File: src/logic/ddrx_defs.svh
// Constants for the burst order and extended mode one decode block
// Assumes inclusion by the top module only, not by logic/ddrx_pkg.sv
`ifndef DDRX_DEFS_SVH
`define DDRX_DEFS_SVH

// ****************************************************************
// Field positions of extended mode one (address lines)
// ****************************************************************
`define DDRX_EM1_DLL_BIT      0
`define DDRX_EM1_DRV_BIT      1
`define DDRX_EM1_RTT_LO_BIT   2
`define DDRX_EM1_PCD_LSB      3
`define DDRX_EM1_PCD_MSB      5
`define DDRX_EM1_RTT_HI_BIT   6
`define DDRX_EM1_CAL_LSB      7
`define DDRX_EM1_CAL_MSB      9
`define DDRX_EM1_NSTB_BIT     10
`define DDRX_EM1_RSTB_BIT     11
`define DDRX_EM1_QOFF_BIT     12
`define DDRX_EM1_WIDTH        13
`define DDRX_EM1_RESET        13'h0000

// ****************************************************************
// Main mode register fields and the posted delay limit used here
// ****************************************************************
`define DDRX_MM_BT_BIT        3
`define DDRX_MM_BL4_CODE      3'h2
`define DDRX_PCD_MAX_CODE     3'h5

// ****************************************************************
// Timing
// ****************************************************************
`define DDRX_LOCK_CYCLES      200
`define DDRX_LOCK_W           8

`endif

File: src/logic/ddrx_pkg.sv
// Types for the burst order and extended mode one decode block
// Assumes nothing beyond the constants header
package ddrx_pkg;
  typedef enum logic [1:0] {
    DDRX_RTT_OFF = 2'b00,
    DDRX_RTT_75  = 2'b01,
    DDRX_RTT_150 = 2'b10,
    DDRX_RTT_50  = 2'b11
  } ddrx_rtt_t;

  typedef enum logic [2:0] {
    DDRX_CAL_EXIT    = 3'b000,
    DDRX_CAL_DRIVE1  = 3'b001,
    DDRX_CAL_DRIVE0  = 3'b010,
    DDRX_CAL_ADJUST  = 3'b100,
    DDRX_CAL_DEFAULT = 3'b111
  } ddrx_cal_t;

  typedef enum logic [1:0] {
    DDRX_BST_IDLE = 2'b00,
    DDRX_BST_RUN  = 2'b01
  } ddrx_bst_t;
endpackage

File: src/logic/ddrx_burst_em1.sv
// Burst column order generator and extended mode one register decode
// Assumes command pins synchronous to clk_i and a well-behaved controller
// How it works
// - Burst four: sequential rotates modulo four, interleave XORs start with 0..3
// - Burst eight sequential: rotate in start nibble, then other nibble same way
// - Burst eight interleave: start address XOR 0..7 in order
// - Register written when all command pins low, bank0 high, bank1 low
// - Delay loop off during self refresh, back on at exit
// - Bit 0 low enables delay loop, high disables
// - Bit 1 selects drive strength; bits 5:3 posted delay 0..5, rest reserved
// - Bits 6,2 select termination off, 75, 150, 50 ohm
// - Bits 9:7 select calibration exit, drive, adjust or default
// - Bit 11 read strobe on mask pin, bit 10 floats complements, bit 12 quiets outputs
// - Main register bit 3 chooses order, bits 2:0 choose length
`timescale 1ns/1ps
`include "ddrx_defs.svh"

module ddrx_burst_em1
  import ddrx_pkg::*;
(
  input  wire logic                       clk_i,          // 100 MHz clock
  input  wire logic                       sys_rst_i,      // Sync reset, high
  input  wire logic                       cke_i,          // Clock enable
  input  wire logic                       cs_n_i,         // Chip select, low
  input  wire logic                       ras_n_i,        // Row strobe, low
  input  wire logic                       cas_n_i,        // Column strobe, low
  input  wire logic                       we_n_i,         // Write enable, low
  input  wire logic [1:0]                 ba_i,           // Bank address
  input  wire logic [12:0]                addr_i,         // Address lines
  input  wire logic [3:0]                 main_mode_i,    // Main mode bits 3:0
  input  wire logic                       burst_start_i,  // Start a burst
  input  wire logic [2:0]                 start_col_i,    // Starting column bits
  output logic                            col_valid_o,    // Column offset valid
  output logic [2:0]                      col_o,          // Column offset
  output logic                            burst_last_o,   // Last beat of burst
  output logic                            dll_on_o,       // Delay loop running
  output logic                            dll_locked_o,   // Lock wait elapsed
  output logic                            drive_reduced_o,// Reduced drive
  output logic [2:0]                      post_delay_o,   // Posted delay, clocks
  output logic                            post_delay_rsv_o,// Reserved delay code
  output ddrx_rtt_t                       rtt_o,          // Termination select
  output ddrx_cal_t                       cal_o,          // Calibration operation
  output logic                            cal_rsv_o,      // Undefined cal code
  output logic                            rd_strobe_o,    // Mask pin is strobe
  output logic                            nstrobe_off_o,  // Complements floated
  output logic                            outputs_off_o,  // Output buffers off
  output logic                            self_ref_o      // In self refresh
);

  // ****************************************************************
  // Command decode
  // ****************************************************************
  logic                         em1_wr;
  logic                         sr_entry;
  logic                         sr_exit;
  logic                         cke_q_r;
  logic [`DDRX_EM1_WIDTH-1:0]   em1_r;
  logic                         sr_r;

  // Extended mode one write command
  assign em1_wr = cke_i & cke_q_r & ~cs_n_i & ~ras_n_i & ~cas_n_i & ~we_n_i
                  & ba_i[0] & ~ba_i[1];
  // Self refresh entry and exit
  assign sr_entry = cke_q_r & ~cke_i & ~cs_n_i & ~ras_n_i & ~cas_n_i & we_n_i;
  assign sr_exit  = sr_r & cke_i;

  // Previous clock enable
  always_ff @(posedge clk_i) begin
    if (sys_rst_i) begin
      cke_q_r <= 1'b1;                                           // Idle level, no false edge
    end else begin
      cke_q_r <= cke_i;
    end
  end

  // Register store
  always_ff @(posedge clk_i) begin
    if (sys_rst_i) begin
      em1_r <= `DDRX_EM1_RESET;
    end else if (em1_wr) begin
      em1_r <= addr_i;
    end
  end

  // Self refresh state
  always_ff @(posedge clk_i) begin
    if (sys_rst_i) begin
      sr_r <= 1'b0;
    end else if (sr_entry) begin
      sr_r <= 1'b1;
    end else if (sr_exit) begin
      sr_r <= 1'b0;
    end
  end

  // ****************************************************************
  // Field decode
  // ****************************************************************
  logic                   dll_want;
  logic [2:0]             pcd;
  logic [2:0]             cal;
  assign dll_want = ~em1_r[`DDRX_EM1_DLL_BIT] & ~sr_r;
  assign pcd      = em1_r[`DDRX_EM1_PCD_MSB:`DDRX_EM1_PCD_LSB];
  assign cal      = em1_r[`DDRX_EM1_CAL_MSB:`DDRX_EM1_CAL_LSB];

  // Decoded outputs
  always_ff @(posedge clk_i) begin
    if (sys_rst_i) begin
      dll_on_o         <= 1'b0;
      drive_reduced_o  <= 1'b0;
      post_delay_o     <= 3'h0;
      post_delay_rsv_o <= 1'b0;
      rtt_o            <= DDRX_RTT_OFF;
      cal_o            <= DDRX_CAL_EXIT;
      cal_rsv_o        <= 1'b0;
      rd_strobe_o      <= 1'b0;
      nstrobe_off_o    <= 1'b0;
      outputs_off_o    <= 1'b0;
      self_ref_o       <= 1'b0;
    end else begin
      dll_on_o         <= dll_want;
      drive_reduced_o  <= em1_r[`DDRX_EM1_DRV_BIT];
      post_delay_rsv_o <= (pcd > `DDRX_PCD_MAX_CODE);
      post_delay_o     <= (pcd > `DDRX_PCD_MAX_CODE) ? 3'h0 : pcd;
      rtt_o            <= ddrx_rtt_t'({em1_r[`DDRX_EM1_RTT_HI_BIT],
                                       em1_r[`DDRX_EM1_RTT_LO_BIT]});
      cal_o            <= ddrx_cal_t'(cal);
      cal_rsv_o        <= (cal == 3'h3) | (cal == 3'h5) | (cal == 3'h6);
      rd_strobe_o      <= em1_r[`DDRX_EM1_RSTB_BIT];
      nstrobe_off_o    <= em1_r[`DDRX_EM1_NSTB_BIT];
      outputs_off_o    <= em1_r[`DDRX_EM1_QOFF_BIT];
      self_ref_o       <= sr_r;
    end
  end

  // ****************************************************************
  // Delay loop lock wait
  // ****************************************************************
  logic [`DDRX_LOCK_W-1:0] lock_cnt_r;

  // Counts lock cycles after the loop (re)starts
  always_ff @(posedge clk_i) begin
    if (sys_rst_i) begin
      lock_cnt_r   <= '0;
      dll_locked_o <= 1'b0;
    end else if (!dll_want) begin
      lock_cnt_r   <= '0;
      dll_locked_o <= 1'b0;
    end else if (lock_cnt_r != `DDRX_LOCK_W'(`DDRX_LOCK_CYCLES)) begin
      lock_cnt_r   <= lock_cnt_r + 1'b1;
      dll_locked_o <= 1'b0;
    end else begin
      dll_locked_o <= 1'b1;
    end
  end

  // ****************************************************************
  // Burst column order
  // ****************************************************************
  ddrx_bst_t  bst_r;
  logic [2:0] beat_r;
  logic [2:0] start_r;
  logic       bl8_r;
  logic       ilv_r;

  // Column offset for a beat
  function automatic logic [2:0] col_of(input logic [2:0] st, input logic [2:0] bt,
                                        input logic bl8, input logic ilv);
    logic [2:0] c;
    c = 3'h0;
    if (ilv) begin
      c = st ^ bt;
    end else begin
      c[1:0] = st[1:0] + bt[1:0];
      c[2]   = st[2] ^ bt[2];
    end
    if (!bl8) begin
      c[2] = st[2];
    end
    return c;
  endfunction

  // Burst sequencer
  always_ff @(posedge clk_i) begin
    if (sys_rst_i) begin
      bst_r        <= DDRX_BST_IDLE;
      beat_r       <= 3'h0;
      start_r      <= 3'h0;
      bl8_r        <= 1'b0;
      ilv_r        <= 1'b0;
      col_valid_o  <= 1'b0;
      col_o        <= 3'h0;
      burst_last_o <= 1'b0;
    end else begin
      case (bst_r)
        DDRX_BST_IDLE: begin
          col_valid_o  <= 1'b0;
          burst_last_o <= 1'b0;
          if (burst_start_i) begin
            start_r <= start_col_i;
            bl8_r   <= (main_mode_i[2:0] != `DDRX_MM_BL4_CODE);
            ilv_r   <= main_mode_i[`DDRX_MM_BT_BIT];
            beat_r  <= 3'h0;
            bst_r   <= DDRX_BST_RUN;
          end
        end
        DDRX_BST_RUN: begin
          col_valid_o  <= 1'b1;
          col_o        <= col_of(start_r, beat_r, bl8_r, ilv_r);
          burst_last_o <= (beat_r == {bl8_r, 2'b11});
          beat_r       <= beat_r + 3'h1;
          if (beat_r == {bl8_r, 2'b11}) begin
            bst_r <= DDRX_BST_IDLE;
          end
        end
        default: begin
          bst_r <= DDRX_BST_IDLE;
        end
      endcase
    end
  end

  // ****************************************************************
  // Checks
  // ****************************************************************
  chk_em1_write: assert property (@(posedge clk_i) disable iff (sys_rst_i)
    em1_wr |=> (em1_r == $past(addr_i))) else $error("register write lost");
  chk_sr_dll_off: assert property (@(posedge clk_i) disable iff (sys_rst_i)
    sr_r |=> !dll_on_o) else $error("loop on in self refresh");
  chk_dll_bit: assert property (@(posedge clk_i) disable iff (sys_rst_i)
    (em1_r[0] && $stable(em1_r)) |=> !dll_on_o) else $error("loop on while disabled");
  chk_pcd_value: assert property (@(posedge clk_i) disable iff (sys_rst_i)
    (pcd <= 3'h5) |=> (post_delay_o == $past(pcd))) else $error("posted delay wrong");
  chk_rtt_code: assert property (@(posedge clk_i) disable iff (sys_rst_i)
    1'b1 |=> (rtt_o == {$past(em1_r[6]), $past(em1_r[2])})) else $error("termination wrong");
  chk_cal_code: assert property (@(posedge clk_i) disable iff (sys_rst_i)
    1'b1 |=> (cal_o == $past(cal))) else $error("calibration wrong");
  chk_qoff_bit: assert property (@(posedge clk_i) disable iff (sys_rst_i)
    1'b1 |=> (outputs_off_o == $past(em1_r[12]))) else $error("output disable wrong");
  chk_ilv_order: assert property (@(posedge clk_i) disable iff (sys_rst_i)
    (bst_r == DDRX_BST_RUN && ilv_r && bl8_r) |=> (col_o == ($past(start_r) ^ $past(beat_r))))
    else $error("interleave order wrong");
  chk_seq_nibble: assert property (@(posedge clk_i) disable iff (sys_rst_i)
    (bst_r == DDRX_BST_RUN && !ilv_r && beat_r == 3'h4) |=> (col_o[2] != $past(start_r[2])))
    else $error("nibble not switched");
  chk_bl4_len: assert property (@(posedge clk_i) disable iff (sys_rst_i)
    (bst_r == DDRX_BST_IDLE && burst_start_i && main_mode_i[2:0] == 3'h2)
    |=> ##4 burst_last_o) else $error("burst four length wrong");
  chk_lock_wait: assert property (@(posedge clk_i) disable iff (sys_rst_i)
    $rose(dll_locked_o) |-> (lock_cnt_r == `DDRX_LOCK_W'(`DDRX_LOCK_CYCLES))) else $error("lock too early");

endmodule

File: config.mk
export PLATFORM = sky130hd
export DESIGN_NAME = ddrx_burst_em1
export DESIGN_NICKNAME = d
export VERILOG_FILES = /design/src/logic/ddrx_pkg.sv /design/src/logic/ddrx_burst_em1.sv
export VERILOG_INCLUDE_DIRS = /design/src /design/src/logic
export SDC_FILE = /design/constraint.sdc
export NUM_CORES = 1
export LEC_CHECK = 0
export ABC_AREA = 0
export ABC_CLOCK_PERIOD_IN_PS = 1750
export BUFFER_PORTS_ARGS = -buffer_cell sky130_fd_sc_hd__buf_2
export CAP_MARGIN = 10
export CORE_ASPECT_RATIO = 1.4
export CORE_UTILIZATION = 52
export CTS_CLUSTER_DIAMETER = 120
export DETAILED_ROUTE_END_ITERATION = 16
export GPL_TIMING_DRIVEN = 0
export HOLD_SLACK_MARGIN = 0.03
export PLACE_DENSITY = 0.82
export RECOVER_POWER = 50
export SYNTH_ARGS = -nofsm -noshare
export SYNTH_HDL_FRONTEND = slang
export SYNTH_SLANG_ARGS = --single-unit
File: constraint.sdc
create_clock -name clk_i -period 1.75 [get_ports clk_i]
set_input_delay 0 -clock clk_i [delete_from_list [all_inputs] [get_ports clk_i]]
set_output_delay 0 -clock clk_i [all_outputs]
set_load 0.02 [all_outputs]
==> results.py <==
metrics = {
    "run_status": {
        "status": "finished, final reports clean",
    },
    "global_routing": {
        "antenna_found_initial": 0,
        "grt_overflow": 0,
        "grt_pass1_wl_um": 7000,
        "first_global_vias": 1637,
        "grt_max_degree": 19,
        "grt_use_total_pct": 21.1,
    },
    "worst_setup_path": {
        "critical_path.max_stage_delay_ns": 0.58,
        "crit_buf_inv": 4,
        "crit_chain": "dlygate4sd3_1 -> buf_2 -> nor2b_1 -> buf_4 -> nor4bb_1 -> dlygate4sd3_1 -> nor3_1",
        "reg2reg_setup_slack_ns": 0.16,
        "r2r-start": "bst_r[0]",
        "cp_top_family": "buffers and inverters",
        "reg2regPathDepth": 5,
        "startpoint_type": "primary input",
        "crit_path_start": "burst_start_i",
        "worstPathRequired_ns": 1.95,
        "cp.arrival_ns": 1.83,
        "crit_type": "primary input to flop",
        "crit_fanout": 5,
        "reg2reg_to": "bl8_r",
        "crit_slowest_cell": "dlygate4sd3_1",
        "worst_setup_path_end_kind": "flop",
        "path_common_cell": "dlygate4sd3_1",
    },
    "logic_synthesis": {
        "yosysWarnings": 0,
        "synth_area_um2": 2080,
        "yosysUniqueCellTypes": 36,
        "synth_edf_count": 0,
        "syn_inst": 199,
        "syn_avg_cell_area_um2": 10.4,
        "synthTopCellsByCount": "54 x dfxtp_1, 21 x nor2b_1, 18 x nor2_1, 10 x a21oi_1, 9 x o21ai_0",
        "synth-async-reset-ratio_pct": 0,
        "ys_seq_area_share_pct": 52.1,
        "ys_seq_elements": 54,
        "netlist.area_leader.share_pct": 52.1,
        "synth_flop_cell": "dfxtp_1",
        "synth.most_common_cell": "dfxtp_1",
        "synth_nets": 233,
        "synth_area_leader_cell": "dfxtp_1",
        "synthTopCellsByArea": "dfxtp_1 52%, nor2b_1 6.3%, mux2_4 4.3%, nor2_1 3.3%, nand4b_1 2.5%",
    },
    "clock_tree": {
        "cts_tree": "done",
        "cts_inserted_buffers": 5,
        "cts.sinks": 54,
        "h-tree-depth": 2,
        "clock_latency_ns": 0.31,
        "cts_root_buffer": "clkbuf_8",
        "clkSlewWorstSetupHoldPaths_ns": 0.10,
        "cts.path.max_buffers": 2,
    },
    "power": {
        "power_mw": 2.32,
        "powerDensity_nw_per_um2": 871,
        "ir_worst_vdd_mv": 1.03,
        "power_leakage_nw": 1.07,
    },
    "floorplanning": {
        "die_x_um": 55.4,
        "io_pins": 52,
        "rows": 26,
        "initial_core_util_pct": 55.5,
        "dieArea_um2": 4250,
        "core_area_um2": 3740,
        "die_h_um": 76.8,
    },
    "cells_and_area": {
        "seq_area_um2": 1080,
        "nFillCells": 303,
        "n_antenna_cell": 0,
        "fin_nets": 310,
        "utilization_pct": 71.3,
        "multi_input_area_um2": 921,
        "drive_above_1_share_pct": 19.9,
        "design_area_um2": 2670,
        "areaGrowthSynthToFinish_pct": 28.5,
    },
    "sta": {
        "rsz0062_at_grt": "no",
        "slew_headroom_pct": 70.2,
        "worst_slew_pin_slew_ns": 0.447,
        "clock.fmax_mhz": 614,
        "fin_crit_sh_pct": 93.0,
        "fin_worst_skew_ns": 0.00897,
        "post-route-min-period_ns": 1.63,
        "setup_viol": 0,
        "maxSlewViolCount": 0,
        "fin_setup_tns_ns": 0,
        "hold_viol": 0,
        "layout_setup_ws_ns": 0.122,
    },
    "detailed_routing": {
        "avgRoutedWirePerCell_um": 12.9,
        "drtIter0Drc": 27,
        "ant_nets": 0,
        "drt_first_pass_iters": 4,
        "drc": 0,
        "via_count": 1666,
        "drt_wl_total_um": 4110,
        "vias_per_cell": 5.22,
    },
    "placed_design": {
        "gp_congestion": 0.865,
        "io_buffers": 51,
        "placed_area_um2": 2380,
        "dp_hpwl_um": 2810,
        "pre_cts_slack_ns": 0.291,
    },
    "hold_path": {
        "whs_path_depth": 3,
        "holdPathEnd": "em1_r[1]",
        "min_from": "addr_i[1]",
        "hold_class": "primary input to flop",
    },
    "run": {
        "maxCapViolCount": 0,
    },
}
==> kinds of logic after synthesis <==
group                      synth area share [%]
muxes                                      8.38
DFF                                        52.1
adders and majority gates                  2.41
buffers and inverters                      3.56
AOI/OAI and AO/OA                          6.15
and+or+nand+nor                            24.1
xor gates and xnor gates                   3.38
==> worst max path at each step <==
stage                           end  cells after the start
after floorplan           em1_r[10]                      4
after global placement     em1_r[9]                      4
after detailed placement   em1_r[8]                      4
after CTS                     bl8_r                      7
after global routing          bl8_r                      7
final                         bl8_r                      7
==> power by group <==
group / total, mW / switching, mW / internal (mW) / leakage [nW]
sequential: 1.28 / 0.0241 / 1.26 / 0.438
combinational: 0.192 / 0.0884 / 0.104 / 0.578
clock: 0.850 / 0.416 / 0.434 / 0.0587
total: 2.32 / 0.529 / 1.79 / 1.07
==> cell usage in the layout, fill, tap and decap left out, drive strengths merged <==
| cell | n |
|---|---|
| a211oi | 2 |
| nand4b | 6 |
| and4bb | 1 |
| nor3 | 5 |
| and2 | 1 |
| nor4bb | 1 |
| ha | 4 |
| nor2 | 18 |
| inv | 8 |
| mux2 | 9 |
| nor4b | 1 |
| and3 | 1 |
| mux2i | 5 |
| nand2 | 3 |
| and4b | 1 |
| xor2 | 5 |
| o21ai | 9 |
| nor3b | 4 |
| or2 | 1 |
| nand3b | 1 |
| nand2b | 5 |
| nand3 | 5 |
| clkbuf | 32 |
| clkinv | 1 |
| dfxtp | 54 |
| nand4 | 1 |
| bufinv | 1 |
| o221ai | 1 |
| a311oi | 1 |
| a21oi | 10 |
| buf | 33 |
| nor2b | 21 |
| dlygate4sd3 | 18 |
| or3b | 1 |
| xnor2 | 3 |
| or3 | 4 |
==> layout make-up <==
| type | instances | share of cell area [%] |
|---|---|---|
| clock buffers | 5 | 2.58 |
| repair buffers | 71 | 15.9 |
| inverters | 7 | 0.985 |
| clock inverters | 3 | 1.78 |
| flip-flops and latches | 54 | 40.5 |
| multi-input cells | 130 | 34.5 |
| plain buffers | 7 | 1.74 |
| well taps | 42 | 1.97 |
==> per-stage QoR <==
stage	cells	hold slack, ns
global route	319	0.0331
detailed placement	292	0.225
CTS	318	0.0331
finish	319	0.0391
floorplan	199	0.0809
global placement	292	0.222
==> sequential cells by signal (all words and copies together) (netlist names), 2 cells and up <==
signal,count
em1_r,13
lock_cnt_r,8
beat_r,3
cal_o,3
col_o,3
post_delay_o,3
start_r,3
rtt_o,2
==> repair_timing <==
item / in CTS / in global routing
setup endpoints to repair: 0 / 2
hold endpoints to repair: 18 / 0
hold buffers: 18 / 0
gates resized for setup: 0 / 2
buffers inserted: 0 / 2
==> worst reg2reg max path, cell delays in order, from the launching register on <==
cell,delay (ns)
dfxtp_1,0.35
nor2b_1,0.12
buf_4,0.14
nor4bb_1,0.24
dlygate4sd3_1,0.58
nor3_1,0.05
==> metal layers <==
metal / GRT usage, % / share of wire [%]
met1: 20.4 / 39
met5: 0 / 0
met2: 41.1 / 55
met4: 9.75 / 2.1
met3: 4.72 / 3.9
No activity file was read; power rests on OpenSTA's default activity.
